[src/rtl/dsad_map.svh]
/*
 * Address map and constants for the data-space address decoder.
 * Assumes it is included by bare name from the package and the design modules.
 */
`ifndef DSAD_MAP_SVH
`define DSAD_MAP_SVH

// ----------------------------------------------------------------------
// Data-space regions
// ----------------------------------------------------------------------
`define DSAD_ADDR_W 16
`define DSAD_MMR_LAST 16'h005f
`define DSAD_GLOBAL_ALLOC_REG_ADDR 16'h0005
`define DSAD_B2_FIRST 16'h0060
`define DSAD_B2_LAST 16'h007f
`define DSAD_B0_FIRST 16'h0200
`define DSAD_B0_LAST 16'h02ff
`define DSAD_B1_FIRST 16'h0300
`define DSAD_B1_LAST 16'h03ff
`define DSAD_RESV_A_LAST 16'h07ff
`define DSAD_FRAME1_FIRST 16'h7000
`define DSAD_FRAME1_LAST 16'h73ff
`define DSAD_FRAME2_FIRST 16'h7400
`define DSAD_FRAME2_LAST 16'h743f
`define DSAD_RESV_B_FIRST 16'h7440
`define DSAD_RESV_B_LAST 16'h77ff
`define DSAD_EXT_FIRST 16'h8000

// ----------------------------------------------------------------------
// Peripheral frame 1 sub-ranges (address bits 9:4 inside the frame)
// ----------------------------------------------------------------------
`define DSAD_SUB_LSB 4
`define DSAD_SUB_MSB 9
`define DSAD_SUB_SYS 6'h01
`define DSAD_SUB_WDOG 6'h02
`define DSAD_SUB_ADC 6'h03
`define DSAD_SUB_SPI 6'h04
`define DSAD_SUB_SCI 6'h05
`define DSAD_SUB_XINT 6'h07
`define DSAD_SUB_DIO 6'h09

// ----------------------------------------------------------------------
// Global memory allocation register
// ----------------------------------------------------------------------
`define DSAD_GLOBAL_ALLOC_REG_RESET 16'h0000
`define DSAD_GMASK_MSB 7
`define DSAD_GMASK_W 8
`define DSAD_GMASK_ENABLE_BIT 7

`endif

[src/rtl/dsad_pkg.sv]
/*
 * Types shared by the data-space address decoder modules.
 * Assumes dsad_map.svh is on the include path.
 */
`include "dsad_map.svh"

package dsad_pkg;

    typedef enum logic [1:0] {SPACE_PROG, SPACE_DATA, SPACE_IO} space_t;

    typedef enum logic [2:0] {
        PER_NONE, PER_SYS, PER_WDOG, PER_ADC, PER_SPI, PER_SCI, PER_XINT, PER_DIO
    } periph_t;

    typedef enum logic [2:0] {
        REG_MMR, REG_RAM, REG_RESV, REG_ILLEGAL, REG_FRAME1, REG_FRAME2, REG_EXT
    } region_t;

    typedef enum {ST_IDLE, ST_GRANT_WAIT} state_t;

endpackage : dsad_pkg

[src/rtl/periph_frame_decode.sv]
/*
 * Combinational sub-range decoder for the system and peripheral frame.
 * Assumes the caller only trusts the result for addresses inside that frame.
 */
`timescale 1ns/1ns
`include "dsad_map.svh"

module periph_frame_decode
    import dsad_pkg::*;
(
    // Address in
    input wire logic [`DSAD_ADDR_W-1:0] i_addr,
    // Decode out
    output periph_t o_periph,
    output logic o_gap
);

    logic [`DSAD_SUB_MSB-`DSAD_SUB_LSB:0] sub;

    assign sub = i_addr[`DSAD_SUB_MSB:`DSAD_SUB_LSB];

    always_comb begin
        o_gap = 1'b0;
        if (sub == `DSAD_SUB_SYS) begin // [RULE_06]
            o_periph = PER_SYS;
        end else if (sub == `DSAD_SUB_WDOG) begin
            o_periph = PER_WDOG;
        end else if (sub == `DSAD_SUB_ADC) begin
            o_periph = PER_ADC;
        end else if (sub == `DSAD_SUB_SPI) begin
            o_periph = PER_SPI;
        end else if (sub == `DSAD_SUB_SCI) begin
            o_periph = PER_SCI;
        end else if (sub == `DSAD_SUB_XINT) begin
            o_periph = PER_XINT;
        end else if (sub == `DSAD_SUB_DIO) begin
            o_periph = PER_DIO;
        end else begin
            // Gaps, including everything after the digital I/O block up to the frame end.
            o_periph = PER_NONE;
            o_gap = 1'b1; // [RULE_06]
        end
    end

endmodule : periph_frame_decode

[src/rtl/data_space_address_decoder.sv]
/*
 * Data-space address decoder: routes CPU accesses to core registers, RAM,
 * peripheral frames, external memory and the global memory region, and
 * arbitrates global accesses through a bus request and a grant pin.
 * Assumes the CPU holds its request until o_ready was high at the taking edge,
 * and that the grant arrives from outside the clock domain.
 */
`timescale 1ns/1ns
`include "dsad_map.svh"

// Overview of operation
// [RULE_01] Program, data and I/O spaces kept apart.
// [RULE_02] Top data region is global, power-of-two sized.
// [RULE_03] Bus request raised before any global access.
// [RULE_04] Lowest 96 data words go to core registers.
// [RULE_05] Peripherals reachable only through data-space accesses.
// [RULE_06] Peripheral frame split into 16-word sub-ranges.
// [RULE_07] One select per access; illegal ranges flagged.
module data_space_address_decoder
    import dsad_pkg::*;
#(
    parameter int ADDR_W = `DSAD_ADDR_W,
    parameter int DATA_W = 16
) (
    // Clock, reset, enable
    input wire logic i_mclk,
    input wire logic i_rst_b,
    input wire logic i_ce,
    // CPU access
    input wire logic i_req,
    input space_t i_space,
    input wire logic [ADDR_W-1:0] i_addr,
    input wire logic i_we,
    input wire logic [DATA_W-1:0] i_wdata,
    input wire logic i_cnf,
    output logic o_ready,
    output logic [DATA_W-1:0] o_rdata,
    output logic o_rdata_valid,
    // Routed access
    output logic [ADDR_W-1:0] o_addr,
    output logic o_we,
    output logic [DATA_W-1:0] o_wdata,
    output logic o_sel_prog,
    output logic o_sel_io,
    output logic o_sel_mmr,
    output logic o_sel_ram,
    output logic o_sel_frame1,
    output periph_t o_periph,
    output logic o_sel_frame2,
    output logic o_sel_ext,
    output logic o_sel_global,
    output logic o_reserved,
    output logic o_illegal,
    // Global memory arbitration
    output logic o_global_bus_request,
    input wire logic i_global_grant,
    output logic [DATA_W-1:0] o_global_alloc_reg
);

    // ------------------------------------------------------------------
    // Decode helpers
    // ------------------------------------------------------------------
    function automatic logic in_range(input logic [ADDR_W-1:0] a,
                                      input logic [ADDR_W-1:0] lo,
                                      input logic [ADDR_W-1:0] hi);
        in_range = (a >= lo) && (a <= hi);
    endfunction : in_range

    // A contiguous mask of ones from bit 7 downward selects 32K..256 words.
    // Bit 7 clear means no global region, so low memory can never turn global.
    function automatic logic is_global(input logic [ADDR_W-1:0] a,
                                       input logic [DATA_W-1:0] global_alloc_reg);
        logic [`DSAD_GMASK_MSB:0] m;
        m = global_alloc_reg[`DSAD_GMASK_MSB:0];
        is_global = m[`DSAD_GMASK_ENABLE_BIT] &&
                    ((a[ADDR_W-1 -: `DSAD_GMASK_W] & m) == m); // [RULE_02]
    endfunction : is_global

    function automatic region_t decode_region(input logic [ADDR_W-1:0] a,
                                              input logic cnf);
        if (a <= `DSAD_MMR_LAST) begin
            decode_region = REG_MMR; // [RULE_04]
        end else if (in_range(a, `DSAD_B2_FIRST, `DSAD_B2_LAST)) begin
            decode_region = REG_RAM;
        end else if (in_range(a, `DSAD_B0_FIRST, `DSAD_B0_LAST)) begin
            decode_region = cnf ? REG_RESV : REG_RAM;
        end else if (in_range(a, `DSAD_B1_FIRST, `DSAD_B1_LAST)) begin
            decode_region = REG_RAM;
        end else if (a <= `DSAD_RESV_A_LAST) begin
            decode_region = REG_RESV;
        end else if (in_range(a, `DSAD_FRAME1_FIRST, `DSAD_FRAME1_LAST)) begin
            decode_region = REG_FRAME1;
        end else if (in_range(a, `DSAD_FRAME2_FIRST, `DSAD_FRAME2_LAST)) begin
            decode_region = REG_FRAME2;
        end else if (in_range(a, `DSAD_RESV_B_FIRST, `DSAD_RESV_B_LAST)) begin
            decode_region = REG_RESV;
        end else if (a >= `DSAD_EXT_FIRST) begin
            decode_region = REG_EXT;
        end else begin
            decode_region = REG_ILLEGAL;
        end
    endfunction : decode_region

    // ------------------------------------------------------------------
    // Grant synchroniser
    // ------------------------------------------------------------------
    logic grant_meta;
    logic grant_sync;

    always_ff @(posedge i_mclk or negedge i_rst_b) begin
        if (!i_rst_b) begin
            grant_meta <= 1'b0;
            grant_sync <= 1'b0;
        end else if (i_ce) begin
            grant_meta <= i_global_grant;
            grant_sync <= grant_meta;
        end
    end

    // ------------------------------------------------------------------
    // Frame sub-range decode
    // ------------------------------------------------------------------
    periph_t frame_periph;
    logic frame_gap;

    periph_frame_decode u_frame (
        .i_addr(i_addr),
        .o_periph(frame_periph),
        .o_gap(frame_gap)
    );

    // ------------------------------------------------------------------
    // Access state and routed outputs
    // ------------------------------------------------------------------
    state_t state, next_state;
    logic [DATA_W-1:0] global_alloc_reg, next_global_alloc_reg;
    logic next_ready, next_rdata_valid, next_we, next_bus_request;
    logic grant_clear, next_grant_clear;
    logic [DATA_W-1:0] next_rdata, next_wdata;
    logic [ADDR_W-1:0] next_addr;
    logic next_sel_prog, next_sel_io, next_sel_mmr, next_sel_ram, next_sel_frame1;
    logic next_sel_frame2, next_sel_ext, next_sel_global, next_reserved, next_illegal;
    periph_t next_periph;
    region_t region;
    logic take;

    assign take = i_req && o_ready;
    assign region = decode_region(i_addr, i_cnf);

    always_comb begin
        next_state = state;
        next_global_alloc_reg = global_alloc_reg;
        next_ready = o_ready;
        next_rdata = o_rdata;
        next_rdata_valid = 1'b0;
        next_addr = o_addr;
        next_we = o_we;
        next_wdata = o_wdata;
        next_bus_request = o_global_bus_request;
        next_grant_clear = grant_clear;
        next_sel_prog = 1'b0;
        next_sel_io = 1'b0;
        next_sel_mmr = 1'b0;
        next_sel_ram = 1'b0;
        next_sel_frame1 = 1'b0;
        next_periph = PER_NONE;
        next_sel_frame2 = 1'b0;
        next_sel_ext = 1'b0;
        next_sel_global = 1'b0;
        next_reserved = 1'b0;
        next_illegal = 1'b0;
        case (state)
            ST_IDLE: begin
                if (take) begin
                    next_addr = i_addr;
                    next_we = i_we;
                    next_wdata = i_wdata;
                    if (i_space == SPACE_PROG) begin
                        next_sel_prog = 1'b1; // [RULE_01]
                    end else if (i_space == SPACE_IO) begin
                        next_sel_io = 1'b1; // [RULE_01]
                    end else if (is_global(i_addr, global_alloc_reg)) begin
                        // The access waits here until the bus owner grants it.
                        next_bus_request = 1'b1; // [RULE_03]
                        next_ready = 1'b0;
                        next_state = ST_GRANT_WAIT;
                        next_grant_clear = 1'b0;
                    end else begin
                        // Exactly one select or one flag per access.
                        case (region) // [RULE_07]
                            REG_MMR: begin
                                next_sel_mmr = 1'b1; // [RULE_04]
                                if (i_addr == `DSAD_GLOBAL_ALLOC_REG_ADDR) begin
                                    if (i_we) begin
                                        next_global_alloc_reg = i_wdata; // [RULE_02]
                                    end else begin
                                        next_rdata = global_alloc_reg;
                                        next_rdata_valid = 1'b1;
                                    end
                                end
                            end
                            REG_RAM: next_sel_ram = 1'b1;
                            REG_FRAME1: begin
                                next_sel_frame1 = !frame_gap; // [RULE_05]
                                next_periph = frame_periph; // [RULE_06]
                                next_illegal = frame_gap; // [RULE_07]
                            end
                            REG_FRAME2: next_sel_frame2 = 1'b1; // [RULE_05]
                            REG_EXT: next_sel_ext = 1'b1;
                            REG_RESV: next_reserved = 1'b1;
                            default: next_illegal = 1'b1; // [RULE_07]
                        endcase
                    end
                end
            end
            ST_GRANT_WAIT: begin
                // A grant left up by the previous access must fall before one is honoured.
                if (!grant_sync) begin
                    next_grant_clear = 1'b1;
                end
                if (grant_sync && grant_clear) begin
                    next_sel_global = 1'b1; // [RULE_03]
                    next_bus_request = 1'b0;
                    next_ready = 1'b1;
                    next_state = ST_IDLE;
                end
            end
            default: next_state = ST_IDLE;
        endcase
    end

    always_ff @(posedge i_mclk or negedge i_rst_b) begin
        if (!i_rst_b) begin
            state <= ST_IDLE;
            global_alloc_reg <= `DSAD_GLOBAL_ALLOC_REG_RESET;
            grant_clear <= 1'b0;
            o_ready <= 1'b1;
            o_rdata <= '0;
            o_rdata_valid <= 1'b0;
            o_addr <= '0;
            o_we <= 1'b0;
            o_wdata <= '0;
            o_global_bus_request <= 1'b0;
            o_sel_prog <= 1'b0;
            o_sel_io <= 1'b0;
            o_sel_mmr <= 1'b0;
            o_sel_ram <= 1'b0;
            o_sel_frame1 <= 1'b0;
            o_periph <= PER_NONE;
            o_sel_frame2 <= 1'b0;
            o_sel_ext <= 1'b0;
            o_sel_global <= 1'b0;
            o_reserved <= 1'b0;
            o_illegal <= 1'b0;
            o_global_alloc_reg <= `DSAD_GLOBAL_ALLOC_REG_RESET;
        end else if (i_ce) begin
            state <= next_state;
            global_alloc_reg <= next_global_alloc_reg;
            grant_clear <= next_grant_clear;
            o_ready <= next_ready;
            o_rdata <= next_rdata;
            o_rdata_valid <= next_rdata_valid;
            o_addr <= next_addr;
            o_we <= next_we;
            o_wdata <= next_wdata;
            o_global_bus_request <= next_bus_request;
            o_sel_prog <= next_sel_prog;
            o_sel_io <= next_sel_io;
            o_sel_mmr <= next_sel_mmr;
            o_sel_ram <= next_sel_ram;
            o_sel_frame1 <= next_sel_frame1;
            o_periph <= next_periph;
            o_sel_frame2 <= next_sel_frame2;
            o_sel_ext <= next_sel_ext;
            o_sel_global <= next_sel_global;
            o_reserved <= next_reserved;
            o_illegal <= next_illegal;
            o_global_alloc_reg <= next_global_alloc_reg;
        end
    end

endmodule : data_space_address_decoder

[config.mk]
export PLATFORM = sky130hd
export DESIGN_NAME = data_space_address_decoder
export DESIGN_NICKNAME = d
export VERILOG_FILES = /design/src/rtl/dsad_pkg.sv /design/src/rtl/periph_frame_decode.sv /design/src/rtl/data_space_address_decoder.sv
export VERILOG_INCLUDE_DIRS = /design/src /design/src/rtl
export SDC_FILE = /design/constraint.sdc
export NUM_CORES = 1
export LEC_CHECK = 0
export BUFFER_PORTS_ARGS = -buffer_cell sky130_fd_sc_hd__buf_2
export CAP_MARGIN = 15
export CORE_MARGIN = 2
export CORE_UTILIZATION = 50
export CTS_CLUSTER_SIZE = 25
export DETAILED_ROUTE_END_ITERATION = 7
export PLACE_DENSITY = 0.79
export SETUP_SLACK_MARGIN = 0.15
export SKIP_LAST_GASP = 1
export SLEW_MARGIN = 15
export SYNTH_ARGS = -nofsm -noshare
export SYNTH_HDL_FRONTEND = slang
export SYNTH_SLANG_ARGS = --single-unit
[constraint.sdc]
create_clock -name i_mclk -period 2.6 [get_ports i_mclk]
set_input_delay 0.39 -clock i_mclk [delete_from_list [all_inputs] [get_ports i_mclk]]
set_output_delay 0.39 -clock i_mclk [all_outputs]
set_load 0.01 [all_outputs]
# Word level (Yosys, flattened, before mapping)
# Cells that the tools add are included.
dict set report word_totals {
  register_bits 116
  latch_bits 0
  ramBits 0
  rom_bits 0
  elab_cells 195
  memories 0
}
dict set report op_classes {
  addsub 0
  multipliers 0
  n_div 0
  magnitude_cmp 15
  eq_ne 22
  shifts 0
  mux 109
  n_bitwise 5
  n_reduce_logical 21
}
# cell count
set op_table {}
lappend op_table {{32-bit two-way mux} 5}
lappend op_table {{1-bit two-way mux} 76}
lappend op_table {{3-bit two-way mux} 22}
lappend op_table {{32-bit case mux with 2 select lines} 1}
lappend op_table {{16-bit by 15-bit greater-or-equal comparator with 1-bit output, second input constant} 3}
lappend op_table {{16-bit by 15-bit less-or-equal comparator with 1-bit output, second input constant} 3}
lappend op_table {{32-bit by 1-bit equality test with 1-bit output, second input constant} 1}
lappend op_table {{16-bit by 10-bit greater-or-equal comparator with 1-bit output, second input constant} 2}
lappend op_table {{16-bit by 10-bit less-or-equal comparator with 1-bit output, second input constant} 2}
lappend op_table {{16-bit by 7-bit less-or-equal comparator with 1-bit output, second input constant} 2}
lappend op_table {{32-bit zero test} 1}
lappend op_table {{6-bit by 3-bit equality test with 1-bit output, second input constant} 3}
lappend op_table {{9-bit AND reduction} 2}
lappend op_table {{16-bit by 3-bit equality test with 1-bit output, second input constant} 1}
lappend op_table {{16-bit greater-or-equal comparator, second input constant} 1}
lappend op_table {{16-bit by 7-bit greater-or-equal comparator with 1-bit output, second input constant} 1}
lappend op_table {{16-bit by 11-bit less-or-equal comparator with 1-bit output, second input constant} 1}
lappend op_table {{7-bit AND reduction} 2}
lappend op_table {{6-bit by 2-bit equality test with 1-bit output, second input constant} 2}
lappend op_table {{2-bit inequality test, second input constant} 6}
lappend op_table {{3-bit equality test, second input constant} 3}
lappend op_table {{1-bit logical AND} 9}
lappend op_table {{8-bit bitwise AND} 1}
lappend op_table {{8-bit equality test} 1}
lappend op_table {{15 further kinds} 21}

# Logic depth before layout (Yosys ltp)
dict set report depth {
  depth_word 18
  depth_mapped 7
  mapped_depth_nobuf 5
}

# Modules after synthesis
# A second synthesis with hierarchy kept.
dict set report hier_totals {
  hier_cells 257
  area_unflattened_um2 3582.2
}
# module n_inst cells_each area_each_um2 seq_area_each_um2
set modules_own_cells {}
lappend modules_own_cells {data_space_address_decoder 1 239 3485.8 2103.3}
lappend modules_own_cells {periph_frame_decode 1 18 96.3 0.0}

# Worst setup path after synthesis
# No wires, ideal clock.
dict set report synth_timing {
  kind {register to register}
  from {reg o_ready}
  to {reg o_rdata[0]}
  arrival_time_ps 2027
  path_slack_ps 448
  stages_incl_launch_ff 6
  path_buffers 1
  synth_period_minus_slack_ps 2152
  cell_sequence {dfstp_2 and4b_1 o2111ai_4 nor4_4 buf_6 mux2_4}
}
dict set report synth_via {
  elab_chain_cells 2
}
# element line_no
set synth_lines {}
lappend synth_lines {{start: declaration} data_space_address_decoder.sv:36} ;# output logic o_ready,
lappend synth_lines {{start signal: assignment} data_space_address_decoder.sv:260} ;# o_ready <= next_ready;
lappend synth_lines {{1-bit logical AND} data_space_address_decoder.sv:147} ;# assign take = i_req && o_ready;
lappend synth_lines {{9-bit AND reduction (no source line)} -}
lappend synth_lines {{end signal: assignment} data_space_address_decoder.sv:261} ;# o_rdata <= next_rdata;
lappend synth_lines {{end: declaration} data_space_address_decoder.sv:37} ;# output logic [DATA_W-1:0] o_rdata,
# No other way between the ends.
# A chain may end at the register's enable or synchronous reset.

# Worst setup path after layout
dict set report layout_timing {
  from {reg o_ready}
  to {reg o_sel_frame1}
}
dict set report layout_via {
  elab_chain_cells 3
}
# element line_no
set layout_lines {}
lappend layout_lines {{1-bit logical AND} data_space_address_decoder.sv:147}
lappend layout_lines {{1-bit two-way mux} data_space_address_decoder.sv:174} ;# if (take) begin
lappend layout_lines {{1-bit two-way mux} data_space_address_decoder.sv:172} ;# case (state)
lappend layout_lines {{end signal: assignment} data_space_address_decoder.sv:271} ;# o_sel_frame1 <= next_sel_frame1;
lappend layout_lines {{end: declaration} data_space_address_decoder.sv:47} ;# output logic o_sel_frame1,
# No other way between the ends.

==> summary.md <==
| Metric | Value |
|---|---|
| Final setup skew | `0.00792 ns` |
| WL/cell | `15.8 µm` |
| Total power | `3.24 mW` |
| Synthesis-to-finish area growth | `24.6%` |
| Synth warn | `0` |
| Worst r2r dst | `o_sel_frame1` |
| Slew @ Worst Pin | `0.765 ns` |
| Starting density of the core | `52.4%` |
| DRC errors left | `0` |
| Gr busiest metal | `met2` |
| Worst relative slew slack | `47.7%` |
| PD cells | `722 mW/mm²` |
| Wirelength, routed | `8690 µm` |
| Area leader, netlist | `dfrtp_1` |
| Worst EP arrival | `2.40 ns` |
| Setup_tns | `0 ns` |
| Initial antenna violation count | `0` |
| Clk_lat worst skew | `0.34 ns` |
| Detailed placement HPWL | `6310 µm` |
| Internal Power | `2.26 mW` |
| Ys async rst share | `100%` |
| Resized cells post-CTS | `0` |
| Power share of the combinational group | `21.2%` |
| Shortest period the worst path allows | `2.16 ns` |
| Antenna Cells | `0` |
| Vias in the first global route | `2817` |
| Hold Slack | `0.0383 ns` |
| Via/cell ratio | `5.24` |
| CTS Hold Bufs | `0` |
| R2r startpoint | `o_ready` |
| Total Routing Usage GR | `23.3%` |
| Syn Area/Cell | `11.1 µm²` |
| Critical path fanouts, max | `30` |
| DR iter-0 viols | `111` |
| Sw power | `981 µW` |
| Worst-path clk slew | `0.08 ns` |
| Total grt overflow | `0` |
| CTS sink cnt | `84` |
| Post-Synthesis Cell Area | `0.00360 mm²` |
| CTS tree | `done` |
| Largest net degree at the start of global routing | `48` |
| Final GP Congestion | `0.881` |
| Min-Delay Path Class | `input port to async pin` |
| Die height | `88.8 µm` |
| Crit. End Element | `register` |
| M2 GR Usage | `37.7%` |
| First-pass GRT wire length | `13900 µm` |
| DRT antenna net count | `0` |
| Final Cycle Share | `83.1%` |
| Maximum buffer depth of the clock tree | `2` |
| CTS Buf Count | `9` |
| F_max | `463 MHz` |
| I/O Buffers | `121` |
| Required time worst endpoint | `2.84 ns` |
| Drt pass-1 iters | `4` |
| Top FF cell, synth | `dfrtp_1` |
| H-tree depth reported by CTS | `3` |
| Vias | `2878` |
| Worst setup startpoint | `o_ready` |
| Max Cap Viol | `0` |
| Flop and latch count out of synthesis | `84` |
| Share of cells above drive strength 1 | `40.0%` |
| Yosys cell types | `45` |
| RSZ-0062 raised after global routing | `no` |
| Die Area | `0.00789 mm²` |
| Top post-synthesis cells by area | `dfrtp_1 (58%), nand2_1 (10%), mux2_2 (7.5%), mux2_4 (3.8%), o21ai_0 (1.5%)` |
| Num rows | `30` |
| Worst reg-to-reg setup slack | `0.44 ns` |
| Status | `completed` |
| Fin. Hold Viols | `0` |
| Die Width | `88.8 µm` |
| Top cell type's share of synthesized area | `57.7%` |
| Setup Buffers After CTS | `0` |
| Critical path type | `register to register` |
| Num ports | `122` |
| Clock power frac | `27.4%` |
| Share of total power in sequential cells | `51.4%` |
| Reg2Reg Depth | `6` |
| Root Driver | `clkbuf_8` |
| Final setup vio count | `0` |
| Mapped Nets | `366` |
| Setup crit start kind | `register` |
| Cells after Synth | `325` |
| Met1 Resource Use GR | `31.3%` |
| Seq/Total Area, Yosys | `58.5%` |
| Net Sw Frac | `30.3%` |
| Post-synth EDFFs | `0` |
| Area of the core | `0.00687 mm²` |
| Nets | `490` |
| Leak pwr | `2.51 nW` |
| Max-slew violations | `0` |
| Grt met3 use | `4.01%` |
| Maximum vdd drop | `0.431 mV` |
==> worst max path at each step <==
stage	end	slack, ns	depth (start not counted)
final	o_sel_frame1	0.44	6
after global routing	o_sel_frame1	0.31	6
after CTS	o_sel_frame1	0.44	6
after detailed placement	global_alloc_reg[8]	0.25	6
after global placement	global_alloc_reg[5]	0.31	6
after floorplan	o_rdata[0]	0.45	5
==> final cells by class <==
class / count / area, µm²
inverters: 11 / 41.3
multi-input cells: 217 / 1380
well taps: 96 / 120
fillers: 599 / 2390
clock buffers: 11 / 131
repair buffers: 126 / 658
clock inverters: 4 / 48.8
flip-flops and latches: 84 / 2100
==> per-stage QoR <==
step                util (%)  cells  worst slack (ns)  cell area (µm²)
floorplan                  -    325             0.448             3600
global placement        62.6    534             0.314             4300
detailed placement      62.6    534             0.246             4300
CTS                     65.3    549             0.438             4480
global route            65.3    549             0.309             4480
finish                  65.3    549             0.441             4480
==> cells in the mapped netlist, types with 2 or more instances <==
cell / n
a2111oi_0: 2
a21oi_1: 8
a22o_1: 2
buf_1: 2
buf_6: 3
clkbuf_1: 7
dfrtp_1: 83
inv_1: 10
mux2_2: 24
mux2_4: 9
nand2_1: 100
nand3_1: 2
nand4_1: 4
nand4b_1: 2
nor2_1: 13
nor2b_1: 5
nor3_1: 2
nor4_2: 2
o211ai_1: 2
o21ai_0: 11
o2bb2ai_1: 6
o32ai_1: 3
==> metal layers <==
layer | routed length (µm) | vias to the layer above
met3 | 542 | 17
met5 | 0 | -
met1 | 3670 | 1380
met2 | 4300 | 124
met4 | 184 | 0
li1 | - | 1357
==> worst max-delay path: stages (launching register included) <==
cell,delay [ns]
dfstp_2,0.57
and4b_1,0.26
buf_4,0.36
nand2_1,0.09
a21oi_1,0.31
o211ai_1,0.15
o32ai_1,0.31
==> power by group through the flow <==
stage / Clock (mW) / Sequential [mW] / Combinational (mW)
floorplan: 0 / 1.79 / 0.219
CTS: 0.903 / 1.66 / 0.698
global placement: 0 / 1.68 / 0.672
global route: 0.969 / 1.69 / 0.779
finish: 0.887 / 1.66 / 0.687
detailed placement: 0 / 1.69 / 0.695
==> layout by cell type (no fill, tap or decap), types with 3 or more instances in the layout <==
cell type / synthesis / routed
buf_2: 1 / 120
nand2_1: 100 / 100
dfrtp_1: 83 / 83
mux2_2: 24 / 24
nor2_1: 13 / 13
o21ai_0: 11 / 11
inv_1: 10 / 10
mux2_4: 9 / 9
clkbuf_8: 0 / 9
a21oi_1: 8 / 8
o2bb2ai_1: 6 / 6
nor2b_1: 5 / 5
buf_4: 0 / 5
nand4_1: 4 / 4
o32ai_1: 3 / 3
==> logic make-up after synthesis <==
| logic type | Yosys count | synth area share (%) |
|---|---|---|
| buffers and inverters | 24 | 3.17 |
| muxes | 33 | 11.3 |
| DFF | 84 | 58.5 |
| and+or+nand+nor | 139 | 17.5 |
| xor gates and xnor gates | 1 | 0.244 |
| AOI/OAI and AO/OA | 44 | 9.32 |
No activity file was read; power rests on OpenSTA's default activity.
